**config.mk**
```make
export PLATFORM = sky130hd
export DESIGN_NAME = pldpr_regs
export DESIGN_NICKNAME = d
export VERILOG_FILES = /design/src/pldpr_pkg.sv /design/src/pldpr_reg_cell.sv /design/src/pldpr_regs.sv
export VERILOG_INCLUDE_DIRS = /design/src
export SDC_FILE = /design/constraint.sdc
export NUM_CORES = 1
export LEC_CHECK = 0
export BUFFER_PORTS_ARGS = -buffer_cell sky130_fd_sc_hd__buf_2
export CAP_MARGIN = 20
export CORE_MARGIN = 3
export CORE_UTILIZATION = 45
export CTS_CLUSTER_SIZE = 28
export DETAILED_ROUTE_END_ITERATION = 12
export PLACE_DENSITY = 0.7
export SLEW_MARGIN = 20
export SYNTH_ARGS = -nofsm -noshare
export SYNTH_HDL_FRONTEND = slang
export SYNTH_SLANG_ARGS = --single-unit
```
**constraint.sdc**
```tcl
create_clock -name mclk_i -period 1.2 [get_ports mclk_i]
set_input_delay 0.06 -clock mclk_i [delete_from_list [all_inputs] [get_ports mclk_i]]
set_output_delay 0.06 -clock mclk_i [all_outputs]
set_load 0.005 [all_outputs]
```
**src/pldpr_defines.svh**
```systemverilog
`ifndef PLDPR_DEFINES_SVH
`define PLDPR_DEFINES_SVH

// register offsets on the configuration port
`define PLDPR_OFS_PWR_CFG     8'h90
`define PLDPR_OFS_TWO_PH      8'h96
`define PLDPR_OFS_THREE_PH    8'h98

// reset values
`define PLDPR_RST_PWR_CFG     32'h0000_0000
`define PLDPR_RST_TWO_PH      32'h0000_0000
`define PLDPR_RST_THREE_PH    32'h0000_0000

// field positions of the power configuration register
`define PLDPR_PARITY_BIT      31
`define PLDPR_SPEED_MSB       30
`define PLDPR_SPEED_LSB       15
`define PLDPR_DEADBAND_BIT    14
`define PLDPR_POWER_MSB       13
`define PLDPR_POWER_LSB       4
`define PLDPR_HYST_MSB        3
`define PLDPR_HYST_LSB        2
`define PLDPR_MODE_MSB        1
`define PLDPR_MODE_LSB        0

// field positions of the two-phase profile register
`define PLDPR_STEP0_MSB       30
`define PLDPR_STEP_WIDTH      3
`define PLDPR_STEP_COUNT      8
`define PLDPR_SPARE_MSB       6

// speed code is hertz times 16, power code is watts times 4
`define PLDPR_SPEED_FRAC_BITS 4
`define PLDPR_POWER_FRAC_BITS 2

// duty per step code, in units of 0.25 percent
`define PLDPR_DUTY_0          10'h000
`define PLDPR_DUTY_1          10'h0c8
`define PLDPR_DUTY_2          10'h12c
`define PLDPR_DUTY_3          10'h14f
`define PLDPR_DUTY_4          10'h15e
`define PLDPR_DUTY_5          10'h177
`define PLDPR_DUTY_6          10'h186
`define PLDPR_DUTY_7          10'h18c

// hysteresis per select code, in units of 0.5 percent
`define PLDPR_HYST_0          5'h0a
`define PLDPR_HYST_1          5'h0f
`define PLDPR_HYST_2          5'h14
`define PLDPR_HYST_3          5'h19

`endif

```
**src/pldpr_pkg.sv**
```systemverilog
package pldpr_pkg;

    // input power regulation mode
    typedef enum logic [1:0] {
        PLDPR_MODE_OFF    = 2'b00,
        PLDPR_MODE_CLOSED = 2'b01,
        PLDPR_MODE_LIMIT  = 2'b10,
        PLDPR_MODE_RSVD   = 2'b11
    } pldpr_mode_t;

    // power configuration register layout
    typedef struct packed {
        logic        parity;
        logic [15:0] max_speed;
        logic        dead_band_correction_on;
        logic [9:0]  max_power;
        logic [1:0]  regulation_hysteresis_sel;
        pldpr_mode_t mode;
    } pldpr_pwr_cfg_t;

    // two-phase profile register layout, step 0 in the top field
    typedef struct packed {
        logic             parity;
        logic [0:7][2:0]  step;
        logic [6:0]       spare;
    } pldpr_two_ph_t;

    // register access request
    typedef struct packed {
        logic        wr;
        logic        rd;
        logic [7:0]  addr;
        logic [31:0] wdata;
    } pldpr_req_t;

    // register read answer
    typedef struct packed {
        logic        valid;
        logic [31:0] data;
    } pldpr_rsp_t;

    // decoded duty of all steps, 0.25 percent units
    typedef logic [0:7][9:0] pldpr_duty_vec_t;

endpackage : pldpr_pkg

```
**src/pldpr_reg_cell.sv**
```systemverilog
`timescale 1ns/1ps
`include "pldpr_defines.svh"

module pldpr_reg_cell #(
    parameter logic [7:0]  OFFSET    = 8'h00,
    parameter logic [31:0] RESET_VAL = 32'h0000_0000
) (
    input  wire logic              mclk_i,
    input  wire logic              rstn_i,
    input  wire pldpr_pkg::pldpr_req_t req_i,
    output logic [31:0]            value_o
);
    import pldpr_pkg::*;

    typedef struct packed {
        logic [31:0] value;
    } pldpr_cell_state_t;

    pldpr_cell_state_t state;
    pldpr_cell_state_t next_state;

    // full-word write on address match, all bits stored as written
    always_comb begin
        next_state = state;
        if (req_i.wr && (req_i.addr == OFFSET)) begin
            next_state.value = req_i.wdata;
        end
    end

    // state register, every bit resets to its documented value
    always_ff @(posedge mclk_i or negedge rstn_i) begin
        if (!rstn_i) begin
            state.value <= RESET_VAL;
        end else begin
            state <= next_state;
        end
    end

    assign value_o = state.value;

endmodule : pldpr_reg_cell

```
**src/pldpr_regs.sv**
```systemverilog
`timescale 1ns/1ps
`include "pldpr_defines.svh"

module pldpr_regs (
    input  wire logic                    mclk_i,
    input  wire logic                    rstn_i,
    input  wire pldpr_pkg::pldpr_req_t   req_i,
    output pldpr_pkg::pldpr_rsp_t        rsp_o,
    output logic [15:0]                  max_speed_code_o,
    output logic [11:0]                  max_speed_hz_o,
    output logic                         dead_band_correction_on_o,
    output logic [9:0]                   max_power_code_o,
    output logic [7:0]                   max_power_w_o,
    output logic [1:0]                   regulation_hysteresis_sel_o,
    output logic [4:0]                   hysteresis_half_pct_o,
    output pldpr_pkg::pldpr_mode_t       regulation_mode_o,
    output logic                         closed_loop_power_o,
    output logic                         power_limit_o,
    output logic [2:0]                   two_phase_step_duty_first_o,
    output logic [2:0]                   two_phase_step_duty_last_o,
    output pldpr_pkg::pldpr_duty_vec_t   two_phase_duty_o,
    output logic [31:0]                  three_phase_profile_o
);
    import pldpr_pkg::*;

    // read answer plus the decoded settings, so every data output leaves a flip-flop
    typedef struct packed {
        pldpr_rsp_t      rsp;
        logic [4:0]      hyst_half_pct;
        logic            closed_loop;
        logic            power_limit;
        pldpr_duty_vec_t duty;
    } pldpr_top_state_t;

    // state, raw register words and write-side views
    pldpr_top_state_t state;
    pldpr_top_state_t next_state;
    logic [31:0]      pwr_word;
    logic [31:0]      two_word;
    logic [31:0]      three_word;
    pldpr_pwr_cfg_t   pwr_cfg;
    pldpr_two_ph_t    two_ph;
    pldpr_pwr_cfg_t   wr_cfg;     // write data seen as a power configuration word
    pldpr_two_ph_t    wr_two;     // write data seen as a two-phase profile word
    logic             wr_cfg_hit; // this edge writes the power configuration
    logic             wr_two_hit; // this edge writes the two-phase profile

    // step code to duty in 0.25 percent units
    function automatic logic [9:0] pldpr_duty_of(input logic [2:0] code);
        logic [9:0] duty;
        duty = `PLDPR_DUTY_0;
        case (code)
            3'h0:    duty = `PLDPR_DUTY_0;
            3'h1:    duty = `PLDPR_DUTY_1;
            3'h2:    duty = `PLDPR_DUTY_2;
            3'h3:    duty = `PLDPR_DUTY_3;
            3'h4:    duty = `PLDPR_DUTY_4;
            3'h5:    duty = `PLDPR_DUTY_5;
            3'h6:    duty = `PLDPR_DUTY_6;
            3'h7:    duty = `PLDPR_DUTY_7;
            default: duty = `PLDPR_DUTY_0;
        endcase
        return duty;
    endfunction : pldpr_duty_of

    // hysteresis select to band width in 0.5 percent units
    function automatic logic [4:0] pldpr_hyst_of(input logic [1:0] sel);
        logic [4:0] band;
        band = `PLDPR_HYST_0;
        case (sel)
            2'h0:    band = `PLDPR_HYST_0;
            2'h1:    band = `PLDPR_HYST_1;
            2'h2:    band = `PLDPR_HYST_2;
            2'h3:    band = `PLDPR_HYST_3;
            default: band = `PLDPR_HYST_0;
        endcase
        return band;
    endfunction : pldpr_hyst_of

    // power configuration storage
    pldpr_reg_cell #(
        .OFFSET    (`PLDPR_OFS_PWR_CFG),
        .RESET_VAL (`PLDPR_RST_PWR_CFG)
    ) u_pwr_cfg (
        .mclk_i  (mclk_i),
        .rstn_i  (rstn_i),
        .req_i   (req_i),
        .value_o (pwr_word)
    );

    // two-phase profile storage
    pldpr_reg_cell #(
        .OFFSET    (`PLDPR_OFS_TWO_PH),
        .RESET_VAL (`PLDPR_RST_TWO_PH)
    ) u_two_ph (
        .mclk_i  (mclk_i),
        .rstn_i  (rstn_i),
        .req_i   (req_i),
        .value_o (two_word)
    );

    // three-phase profile storage, fields handled by the consumer
    pldpr_reg_cell #(
        .OFFSET    (`PLDPR_OFS_THREE_PH),
        .RESET_VAL (`PLDPR_RST_THREE_PH)
    ) u_three_ph (
        .mclk_i  (mclk_i),
        .rstn_i  (rstn_i),
        .req_i   (req_i),
        .value_o (three_word)
    );

    // raw words seen as their field layouts
    assign pwr_cfg = pldpr_pwr_cfg_t'(pwr_word);
    assign two_ph  = pldpr_two_ph_t'(two_word);

    // write strobes for the power configuration and two-phase registers, same address match as the storage cells
    assign wr_cfg     = pldpr_pwr_cfg_t'(req_i.wdata);
    assign wr_two     = pldpr_two_ph_t'(req_i.wdata);
    assign wr_cfg_hit = req_i.wr && (req_i.addr == `PLDPR_OFS_PWR_CFG);
    assign wr_two_hit = req_i.wr && (req_i.addr == `PLDPR_OFS_TWO_PH);

    // read mux, one cycle answer, unmapped offsets read zero
    always_comb begin
        next_state           = state;
        next_state.rsp.valid = req_i.rd;
        next_state.rsp.data  = 32'h0000_0000;
        if (req_i.rd) begin
            case (req_i.addr)
                `PLDPR_OFS_PWR_CFG:  next_state.rsp.data = pwr_word;
                `PLDPR_OFS_TWO_PH:   next_state.rsp.data = two_word;
                `PLDPR_OFS_THREE_PH: next_state.rsp.data = three_word;
                default:             next_state.rsp.data = 32'h0000_0000;
            endcase
        end
        // decode the written word on the edge that stores it, so decoded
        // outputs change in the same cycle as the raw fields
        if (wr_cfg_hit) begin
            // hysteresis band of the new select
            next_state.hyst_half_pct = pldpr_hyst_of(wr_cfg.regulation_hysteresis_sel);
            // mode flags, one per regulation loop
            case (wr_cfg.mode)
                PLDPR_MODE_OFF: begin
                    next_state.closed_loop = 1'b0;
                    next_state.power_limit = 1'b0;
                end
                PLDPR_MODE_CLOSED: begin
                    next_state.closed_loop = 1'b1;
                    next_state.power_limit = 1'b0;
                end
                PLDPR_MODE_LIMIT: begin
                    next_state.closed_loop = 1'b0;
                    next_state.power_limit = 1'b1;
                end
                default: begin // reserved code must not run a loop, acts as disabled
                    next_state.closed_loop = 1'b0;
                    next_state.power_limit = 1'b0;
                end
            endcase
        end
        // every step shares one code table
        if (wr_two_hit) begin
            for (int s = 0; s < `PLDPR_STEP_COUNT; s++) begin
                next_state.duty[s] = pldpr_duty_of(wr_two.step[s]);
            end
        end
    end

    // answer register
    always_ff @(posedge mclk_i or negedge rstn_i) begin
        if (!rstn_i) begin
            state.rsp.valid     <= 1'b0;
            state.rsp.data      <= 32'h0000_0000;
            // decodes start as those of an all-zero word
            state.hyst_half_pct <= `PLDPR_HYST_0;
            state.closed_loop   <= 1'b0;
            state.power_limit   <= 1'b0;
            state.duty          <= {`PLDPR_STEP_COUNT{`PLDPR_DUTY_0}};
        end else begin
            state <= next_state;
        end
    end

    // read answer leaves its own register
    assign rsp_o = state.rsp;

    // power regulation settings toward the algorithm
    assign max_speed_code_o            = pwr_cfg.max_speed;
    assign max_speed_hz_o              = pwr_cfg.max_speed[15:`PLDPR_SPEED_FRAC_BITS];
    assign dead_band_correction_on_o   = pwr_cfg.dead_band_correction_on;
    assign max_power_code_o            = pwr_cfg.max_power;
    assign max_power_w_o               = pwr_cfg.max_power[9:`PLDPR_POWER_FRAC_BITS];
    assign regulation_hysteresis_sel_o = pwr_cfg.regulation_hysteresis_sel;
    assign regulation_mode_o           = pwr_cfg.mode;

    // decoded settings straight from their flip-flops
    assign hysteresis_half_pct_o = state.hyst_half_pct;

    // reserved mode code 3 drives both mode flags low
    assign closed_loop_power_o = state.closed_loop;
    assign power_limit_o       = state.power_limit;

    // two-phase step fields and their duty
    assign two_phase_step_duty_first_o = two_ph.step[0];
    assign two_phase_step_duty_last_o  = two_ph.step[7];
    assign two_phase_duty_o            = state.duty;

    // three-phase word passed raw, its fields belong to the consumer
    assign three_phase_profile_o = three_word;

endmodule : pldpr_regs

```
Word-level counts from Yosys, hierarchy flattened
Memory sizes are Yosys's and may differ from the RTL's. A register that Yosys moved wholly into a read port is not among the register bits.
Index checks and enable logic that the tools add are counted.

storage, ports and cells
  word-level logic and storage cells = 48
  ROM bits = 576
  memories kept = 8
  input port bits = 44
  output and inout port bits = 209
  register bits after elaboration = 216

cells by class
  reduce and logical (&&, ||, !) cells = 12
  equality and inequality tests = 8
  multiplexer cells = 4

memories
  name             words  bits a word  read ports  clocked after memory_dff  wr ports  RTL line          text
  (no name shown)  8      9            1           1                         0         pldpr_regs.sv:52  case (code)
  (no name shown)  8      9            1           1                         0         pldpr_regs.sv:52
  (no name shown)  8      9            1           1                         0         pldpr_regs.sv:52
  (no name shown)  8      9            1           1                         0         pldpr_regs.sv:52
  (no name shown)  8      9            1           1                         0         pldpr_regs.sv:52
  (no name shown)  8      9            1           1                         0         pldpr_regs.sv:52
  +2 memories      n/a    n/a          n/a         n/a                       n/a       n/a

operators by type and width
  kind                  number
  $pmux W32 S3          1
  $mux W32              1
  $eq A8 B8 Y1 const B  3
  $pmux W5 S4           1
  $logic_not A1 Y1      8
  $eq A2 B2 Y1 const B  3
  $eq A2 B1 Y1 const B  2
  $pmux W2 S2           1
  $logic_and A1 B1 Y1   3
  $logic_not A2 Y1      1

Depth between registers and ports, before layout
  depth in word-level cells = 3
  gate-level depth with buffers = 7
  depth with buffers taken out = 5

By module
A second synthesis with hierarchy kept.

unflattened totals
  cell total of the unflattened synthesis = 737
  area total of the unflattened synthesis = 10222.3 um^2

modules (own cells, without submodules)
  module                        instances  area each (um^2)  cells each  seq. area each (um^2)
  pldpr_regs                    1          6115.9            524         2605.0
  pldpr_reg_cell at u_two_ph    1          1373.8            71          800.8
  pldpr_reg_cell at u_pwr_cfg   1          1367.6            71          800.8
  pldpr_reg_cell at u_three_ph  1          1365.1            71          800.8

Worst setup path after synthesis
No wires, ideal clock.

  path type = in2reg
  start point = input req_i[37] (netlist name)
  end point = register u_pwr_cfg.state (netlist bit u_pwr_cfg.value_o[25])
  path buffers = 2
  stages on the path = 5
  library setup time = 0.125 ns
  slack = -0.183 ns
  arrival time = 1.258 ns
  data required time = 1.075 ns
  cell sequence = and4bb_2 -> and4b_1 -> buf_4 -> buf_6 -> mux2_2

on the way
  longest elaborated chain between the ends = 2

RTL lines
  what                    RTL line              text
  start: declaration      pldpr_regs.sv:7       input wire pldpr_pkg::pldpr_req_t req_i,
  $eq A8 B8 Y1            pldpr_reg_cell.sv:25  if (req_i.wr && (req_i.addr == OFFSET)) begin
  $logic_and A1 B1 Y1     pldpr_reg_cell.sv:25
  end signal: assignment  pldpr_reg_cell.sv:35  state <= next_state;
  end: declaration        pldpr_reg_cell.sv:19  pldpr_cell_state_t state;

No other way between the ends.
A chain may end at the register's enable or synchronous reset.

==> flow_metrics.tcl <==
set metrics [dict create \
    muxShareOfSynthArea_pct 25.7 \
    ant_nets 0 \
    synth_area_mm2 0.00980 \
    synth_ff_type "dfrtp_1" \
    antenna_cells 0 \
    drcViolationCount 0 \
    syn_avg_cell_area_um2 12.8 \
    grt_pass1_vias 6548 \
    power_density_mw_per_mm2 1190 \
    ys_seq_area_share_pct 51.1 \
    max_cap_violations 0 \
    timing.hold.ws_ns 0.0192 \
    regToRegSetupSlack_ns 0.15 \
    die_w_um 154 \
    crit_fanout 8 \
    synth.area.top_cells "dfrtp_1, mux2_2, ha_1, buf_4, mux2_4" \
    clk_pin_slew_worst_paths_ns 0.07 \
    drv_slew 0 \
    core-area_mm2 0.0212 \
    hp-class "in -> reg" \
    crit_type "in -> reg" \
    crit_path_start_kind "input port" \
    synth_xor_area_share_pct 0 \
    routed_wl_mm 22.0 \
    grt_pass1_wl_mm 35.6 \
    fmax_mhz 844 \
    hp-start "req_i[19]" \
    dieArea_mm2 0.0236 \
    io_buffers 244 \
    netlist.area_leader.share_pct 50.5 \
    vias_per_cell 4.96 \
    initial_core_util_pct 46.2 \
    dp.final_hpwl_mm 15.6 \
    peakVddDrop_mv 0.833 \
    hold_end "u_three_ph.value_o[19]$_DFFE_PN0P_" \
    r2r-end "rsp_o[19]$_DFF_PN0_" \
    syn_inst 764 \
    track_usage_pct 18.7 \
    nNetsFinal 1086 \
    wire_per_inst_um 17.1 \
    post_synth_num_cell_types 25 \
    synth.most_common_cell "dfrtp_1" \
    clk_path_buf_depth 2 \
    drive_gt1_share_pct 52.3 \
    first_pass_iters 5 \
    timing.rr.start "u_pwr_cfg.value_o[19]$_DFFE_PN0P_" \
    synthToLayoutAreaGrowth_pct 23.8 \
    antenna_found_initial 0 \
    synthArstFlopShare_pct 100 \
    yosys_warnings 0 \
    period_needed_ns 1.19 \
    outcome "complete, no violations" \
    clock-skew-final_ns 0.00774 \
    place_congestion 0.810 \
    ys_ff_latch 200 \
    period_share_pct 98.8 \
    min_path_cells 2 \
    worstSkewPairLatency_ns 0.43 \
    synth_edf_count 0 \
    vias 6379 \
    setup_violations 0 \
    reg2reg_depth 3 \
    postCtsSetupBuffers 0 \
    rsz0062_at_grt "no" \
    synthSimpleGateAreaFrac_pct 4.22 \
    synth_top_family_by_area "multiplexers" \
    synth-compound-area-share_pct 3.83 \
    overflow 0 \
    worst-endpoint-arrival_ns 1.50 \
    cts_tree "built" \
    rows 53 \
    cts-root-buf "clkbuf_16" \
    cts_buffers 17 \
    end_kind "flip-flop" \
    cp.required_ns 1.52 \
    synth_top_area_cell "dfrtp_1" \
    place_area_mm2 0.0113 \
    grt_max_degree 37 \
    h-tree-depth 4 \
    clkSinkCount 200 \
    initialDrtViolationCount 177 \
    die_y_um 154 \
    finalInstanceArea_mm2 0.0121 \
    ios 253 \
    leakage_nw 6.89 \
    hold_viol 0 \
    yosys-top-cells-count "dfrtp_1, mux2_2, buf_4" \
    synthAdderAreaFrac_pct 5.74 \
]
## state kept, by name (all words and copies together), names as in the netlist
| register | cells |
|---|---|
| power_limit_o | 1 |
| hysteresis_half_pct_o | 5 |
| u_three_ph.value_o | 32 |
| rsp_o | 33 |
| u_pwr_cfg.value_o | 32 |
| u_two_ph.value_o | 32 |
| two_phase_duty_o | 64 |
| closed_loop_power_o | 1 |
## layout by cell type, fill, tap and decap left out, types with 23 or more instances in the layout
cell           Yosys  layout
buf_2             11     240
dfrtp_1          198     198
ha_1              45      44
mux2_4            32      39
nor2_1            54      53
inv_1             45      45
a22oi_1           32      32
buf_4             74      33
dlygate4sd3_1      0      23
mux2_2           164     157
## area by class of cell
class / count / area (um^2)
inverters: 45 / 169
well taps: 275 / 344
clock inverters: 14 / 161
fillers: 1779 / 9080
repair buffers: 318 / 2090
multi-input cells: 415 / 3940
flip-flops and latches: 200 / 5010
clock buffers: 18 / 429
## cells by family (layout without fill, tap and decap cells)
group	Yosys count	after routing
buffers and inverters	156	395
other	1	8
multiplexers	215	215
adder cells (fa/ha/maj)	45	45
flip-flops	200	200
AND/OR/NAND/NOR	90	90
AO/OA/AOI/OAI	57	57
## report_power, final
| group | leakage (nW) | total (mW) | internal, mW | switching (mW) |
|---|---|---|---|---|
| sequential | 2.71 | 7.16 | 6.99 | 0.175 |
| clock | 0.278 | 5.82 | 3.13 | 2.69 |
| combinational | 3.90 | 1.49 | 0.761 | 0.730 |
| total | 6.89 | 14.5 | 10.9 | 3.59 |
## metal layers
metal | vias up | GRT usage [%] | wire [um] | share of wire [%]
met5 | - | 0 | 0 | 0
li1 | 2977 | - | - | -
met3 | 21 | 4.67 | 1360 | 6.2
met4 | 0 | 4.12 | 217 | 0.99
met1 | 3195 | 25.9 | 10200 | 46
met2 | 186 | 30.1 | 10300 | 47
## worst max path at each step
stage                         start                                   end  slack [ns]
after floorplan           req_i[32]  hysteresis_half_pct_o[2]$_DFFE_PN0P_       -0.15
after global placement    req_i[32]      u_pwr_cfg.value_o[2]$_DFFE_PN0P_       -0.30
after detailed placement  req_i[32]     u_pwr_cfg.value_o[23]$_DFFE_PN0P_       -0.32
after CTS                 req_i[22]      two_phase_duty_o[57]$_DFFE_PN0P_        0.02
after global routing       req_i[7]       two_phase_duty_o[7]$_DFFE_PN0P_     0.00002
final                     req_i[22]      two_phase_duty_o[57]$_DFFE_PN0P_        0.01
## per-stage QoR
step,power [mW],cells,setup slack [ns],setup TNS [ns],utilization [%]
floorplan,8.06,771,-0.148,-6.40,-
global placement,8.70,1229,-0.301,-33.84,53.2
detailed placement,8.74,1229,-0.324,-36.40,53.2
CTS,14.7,1286,0.0196,0,57.2
global route,15.1,1285,0.0000201,0,57.2
finish,14.5,1285,0.0146,0,57.2
## critical path: stages
cell	delay, ns
dlygate4sd3_1	0.53
buf_4	0.16
ha_1	0.21
mux2_2	0.27
mux2_4	0.27
## repair_timing
action	4_1_cts	5_1_grt
endpoints found under the setup margin	0	5
resized for setup	0	7
hold buffers	25	0
hold endpoints to repair	257	0
(Power assumes the default switching activity.)
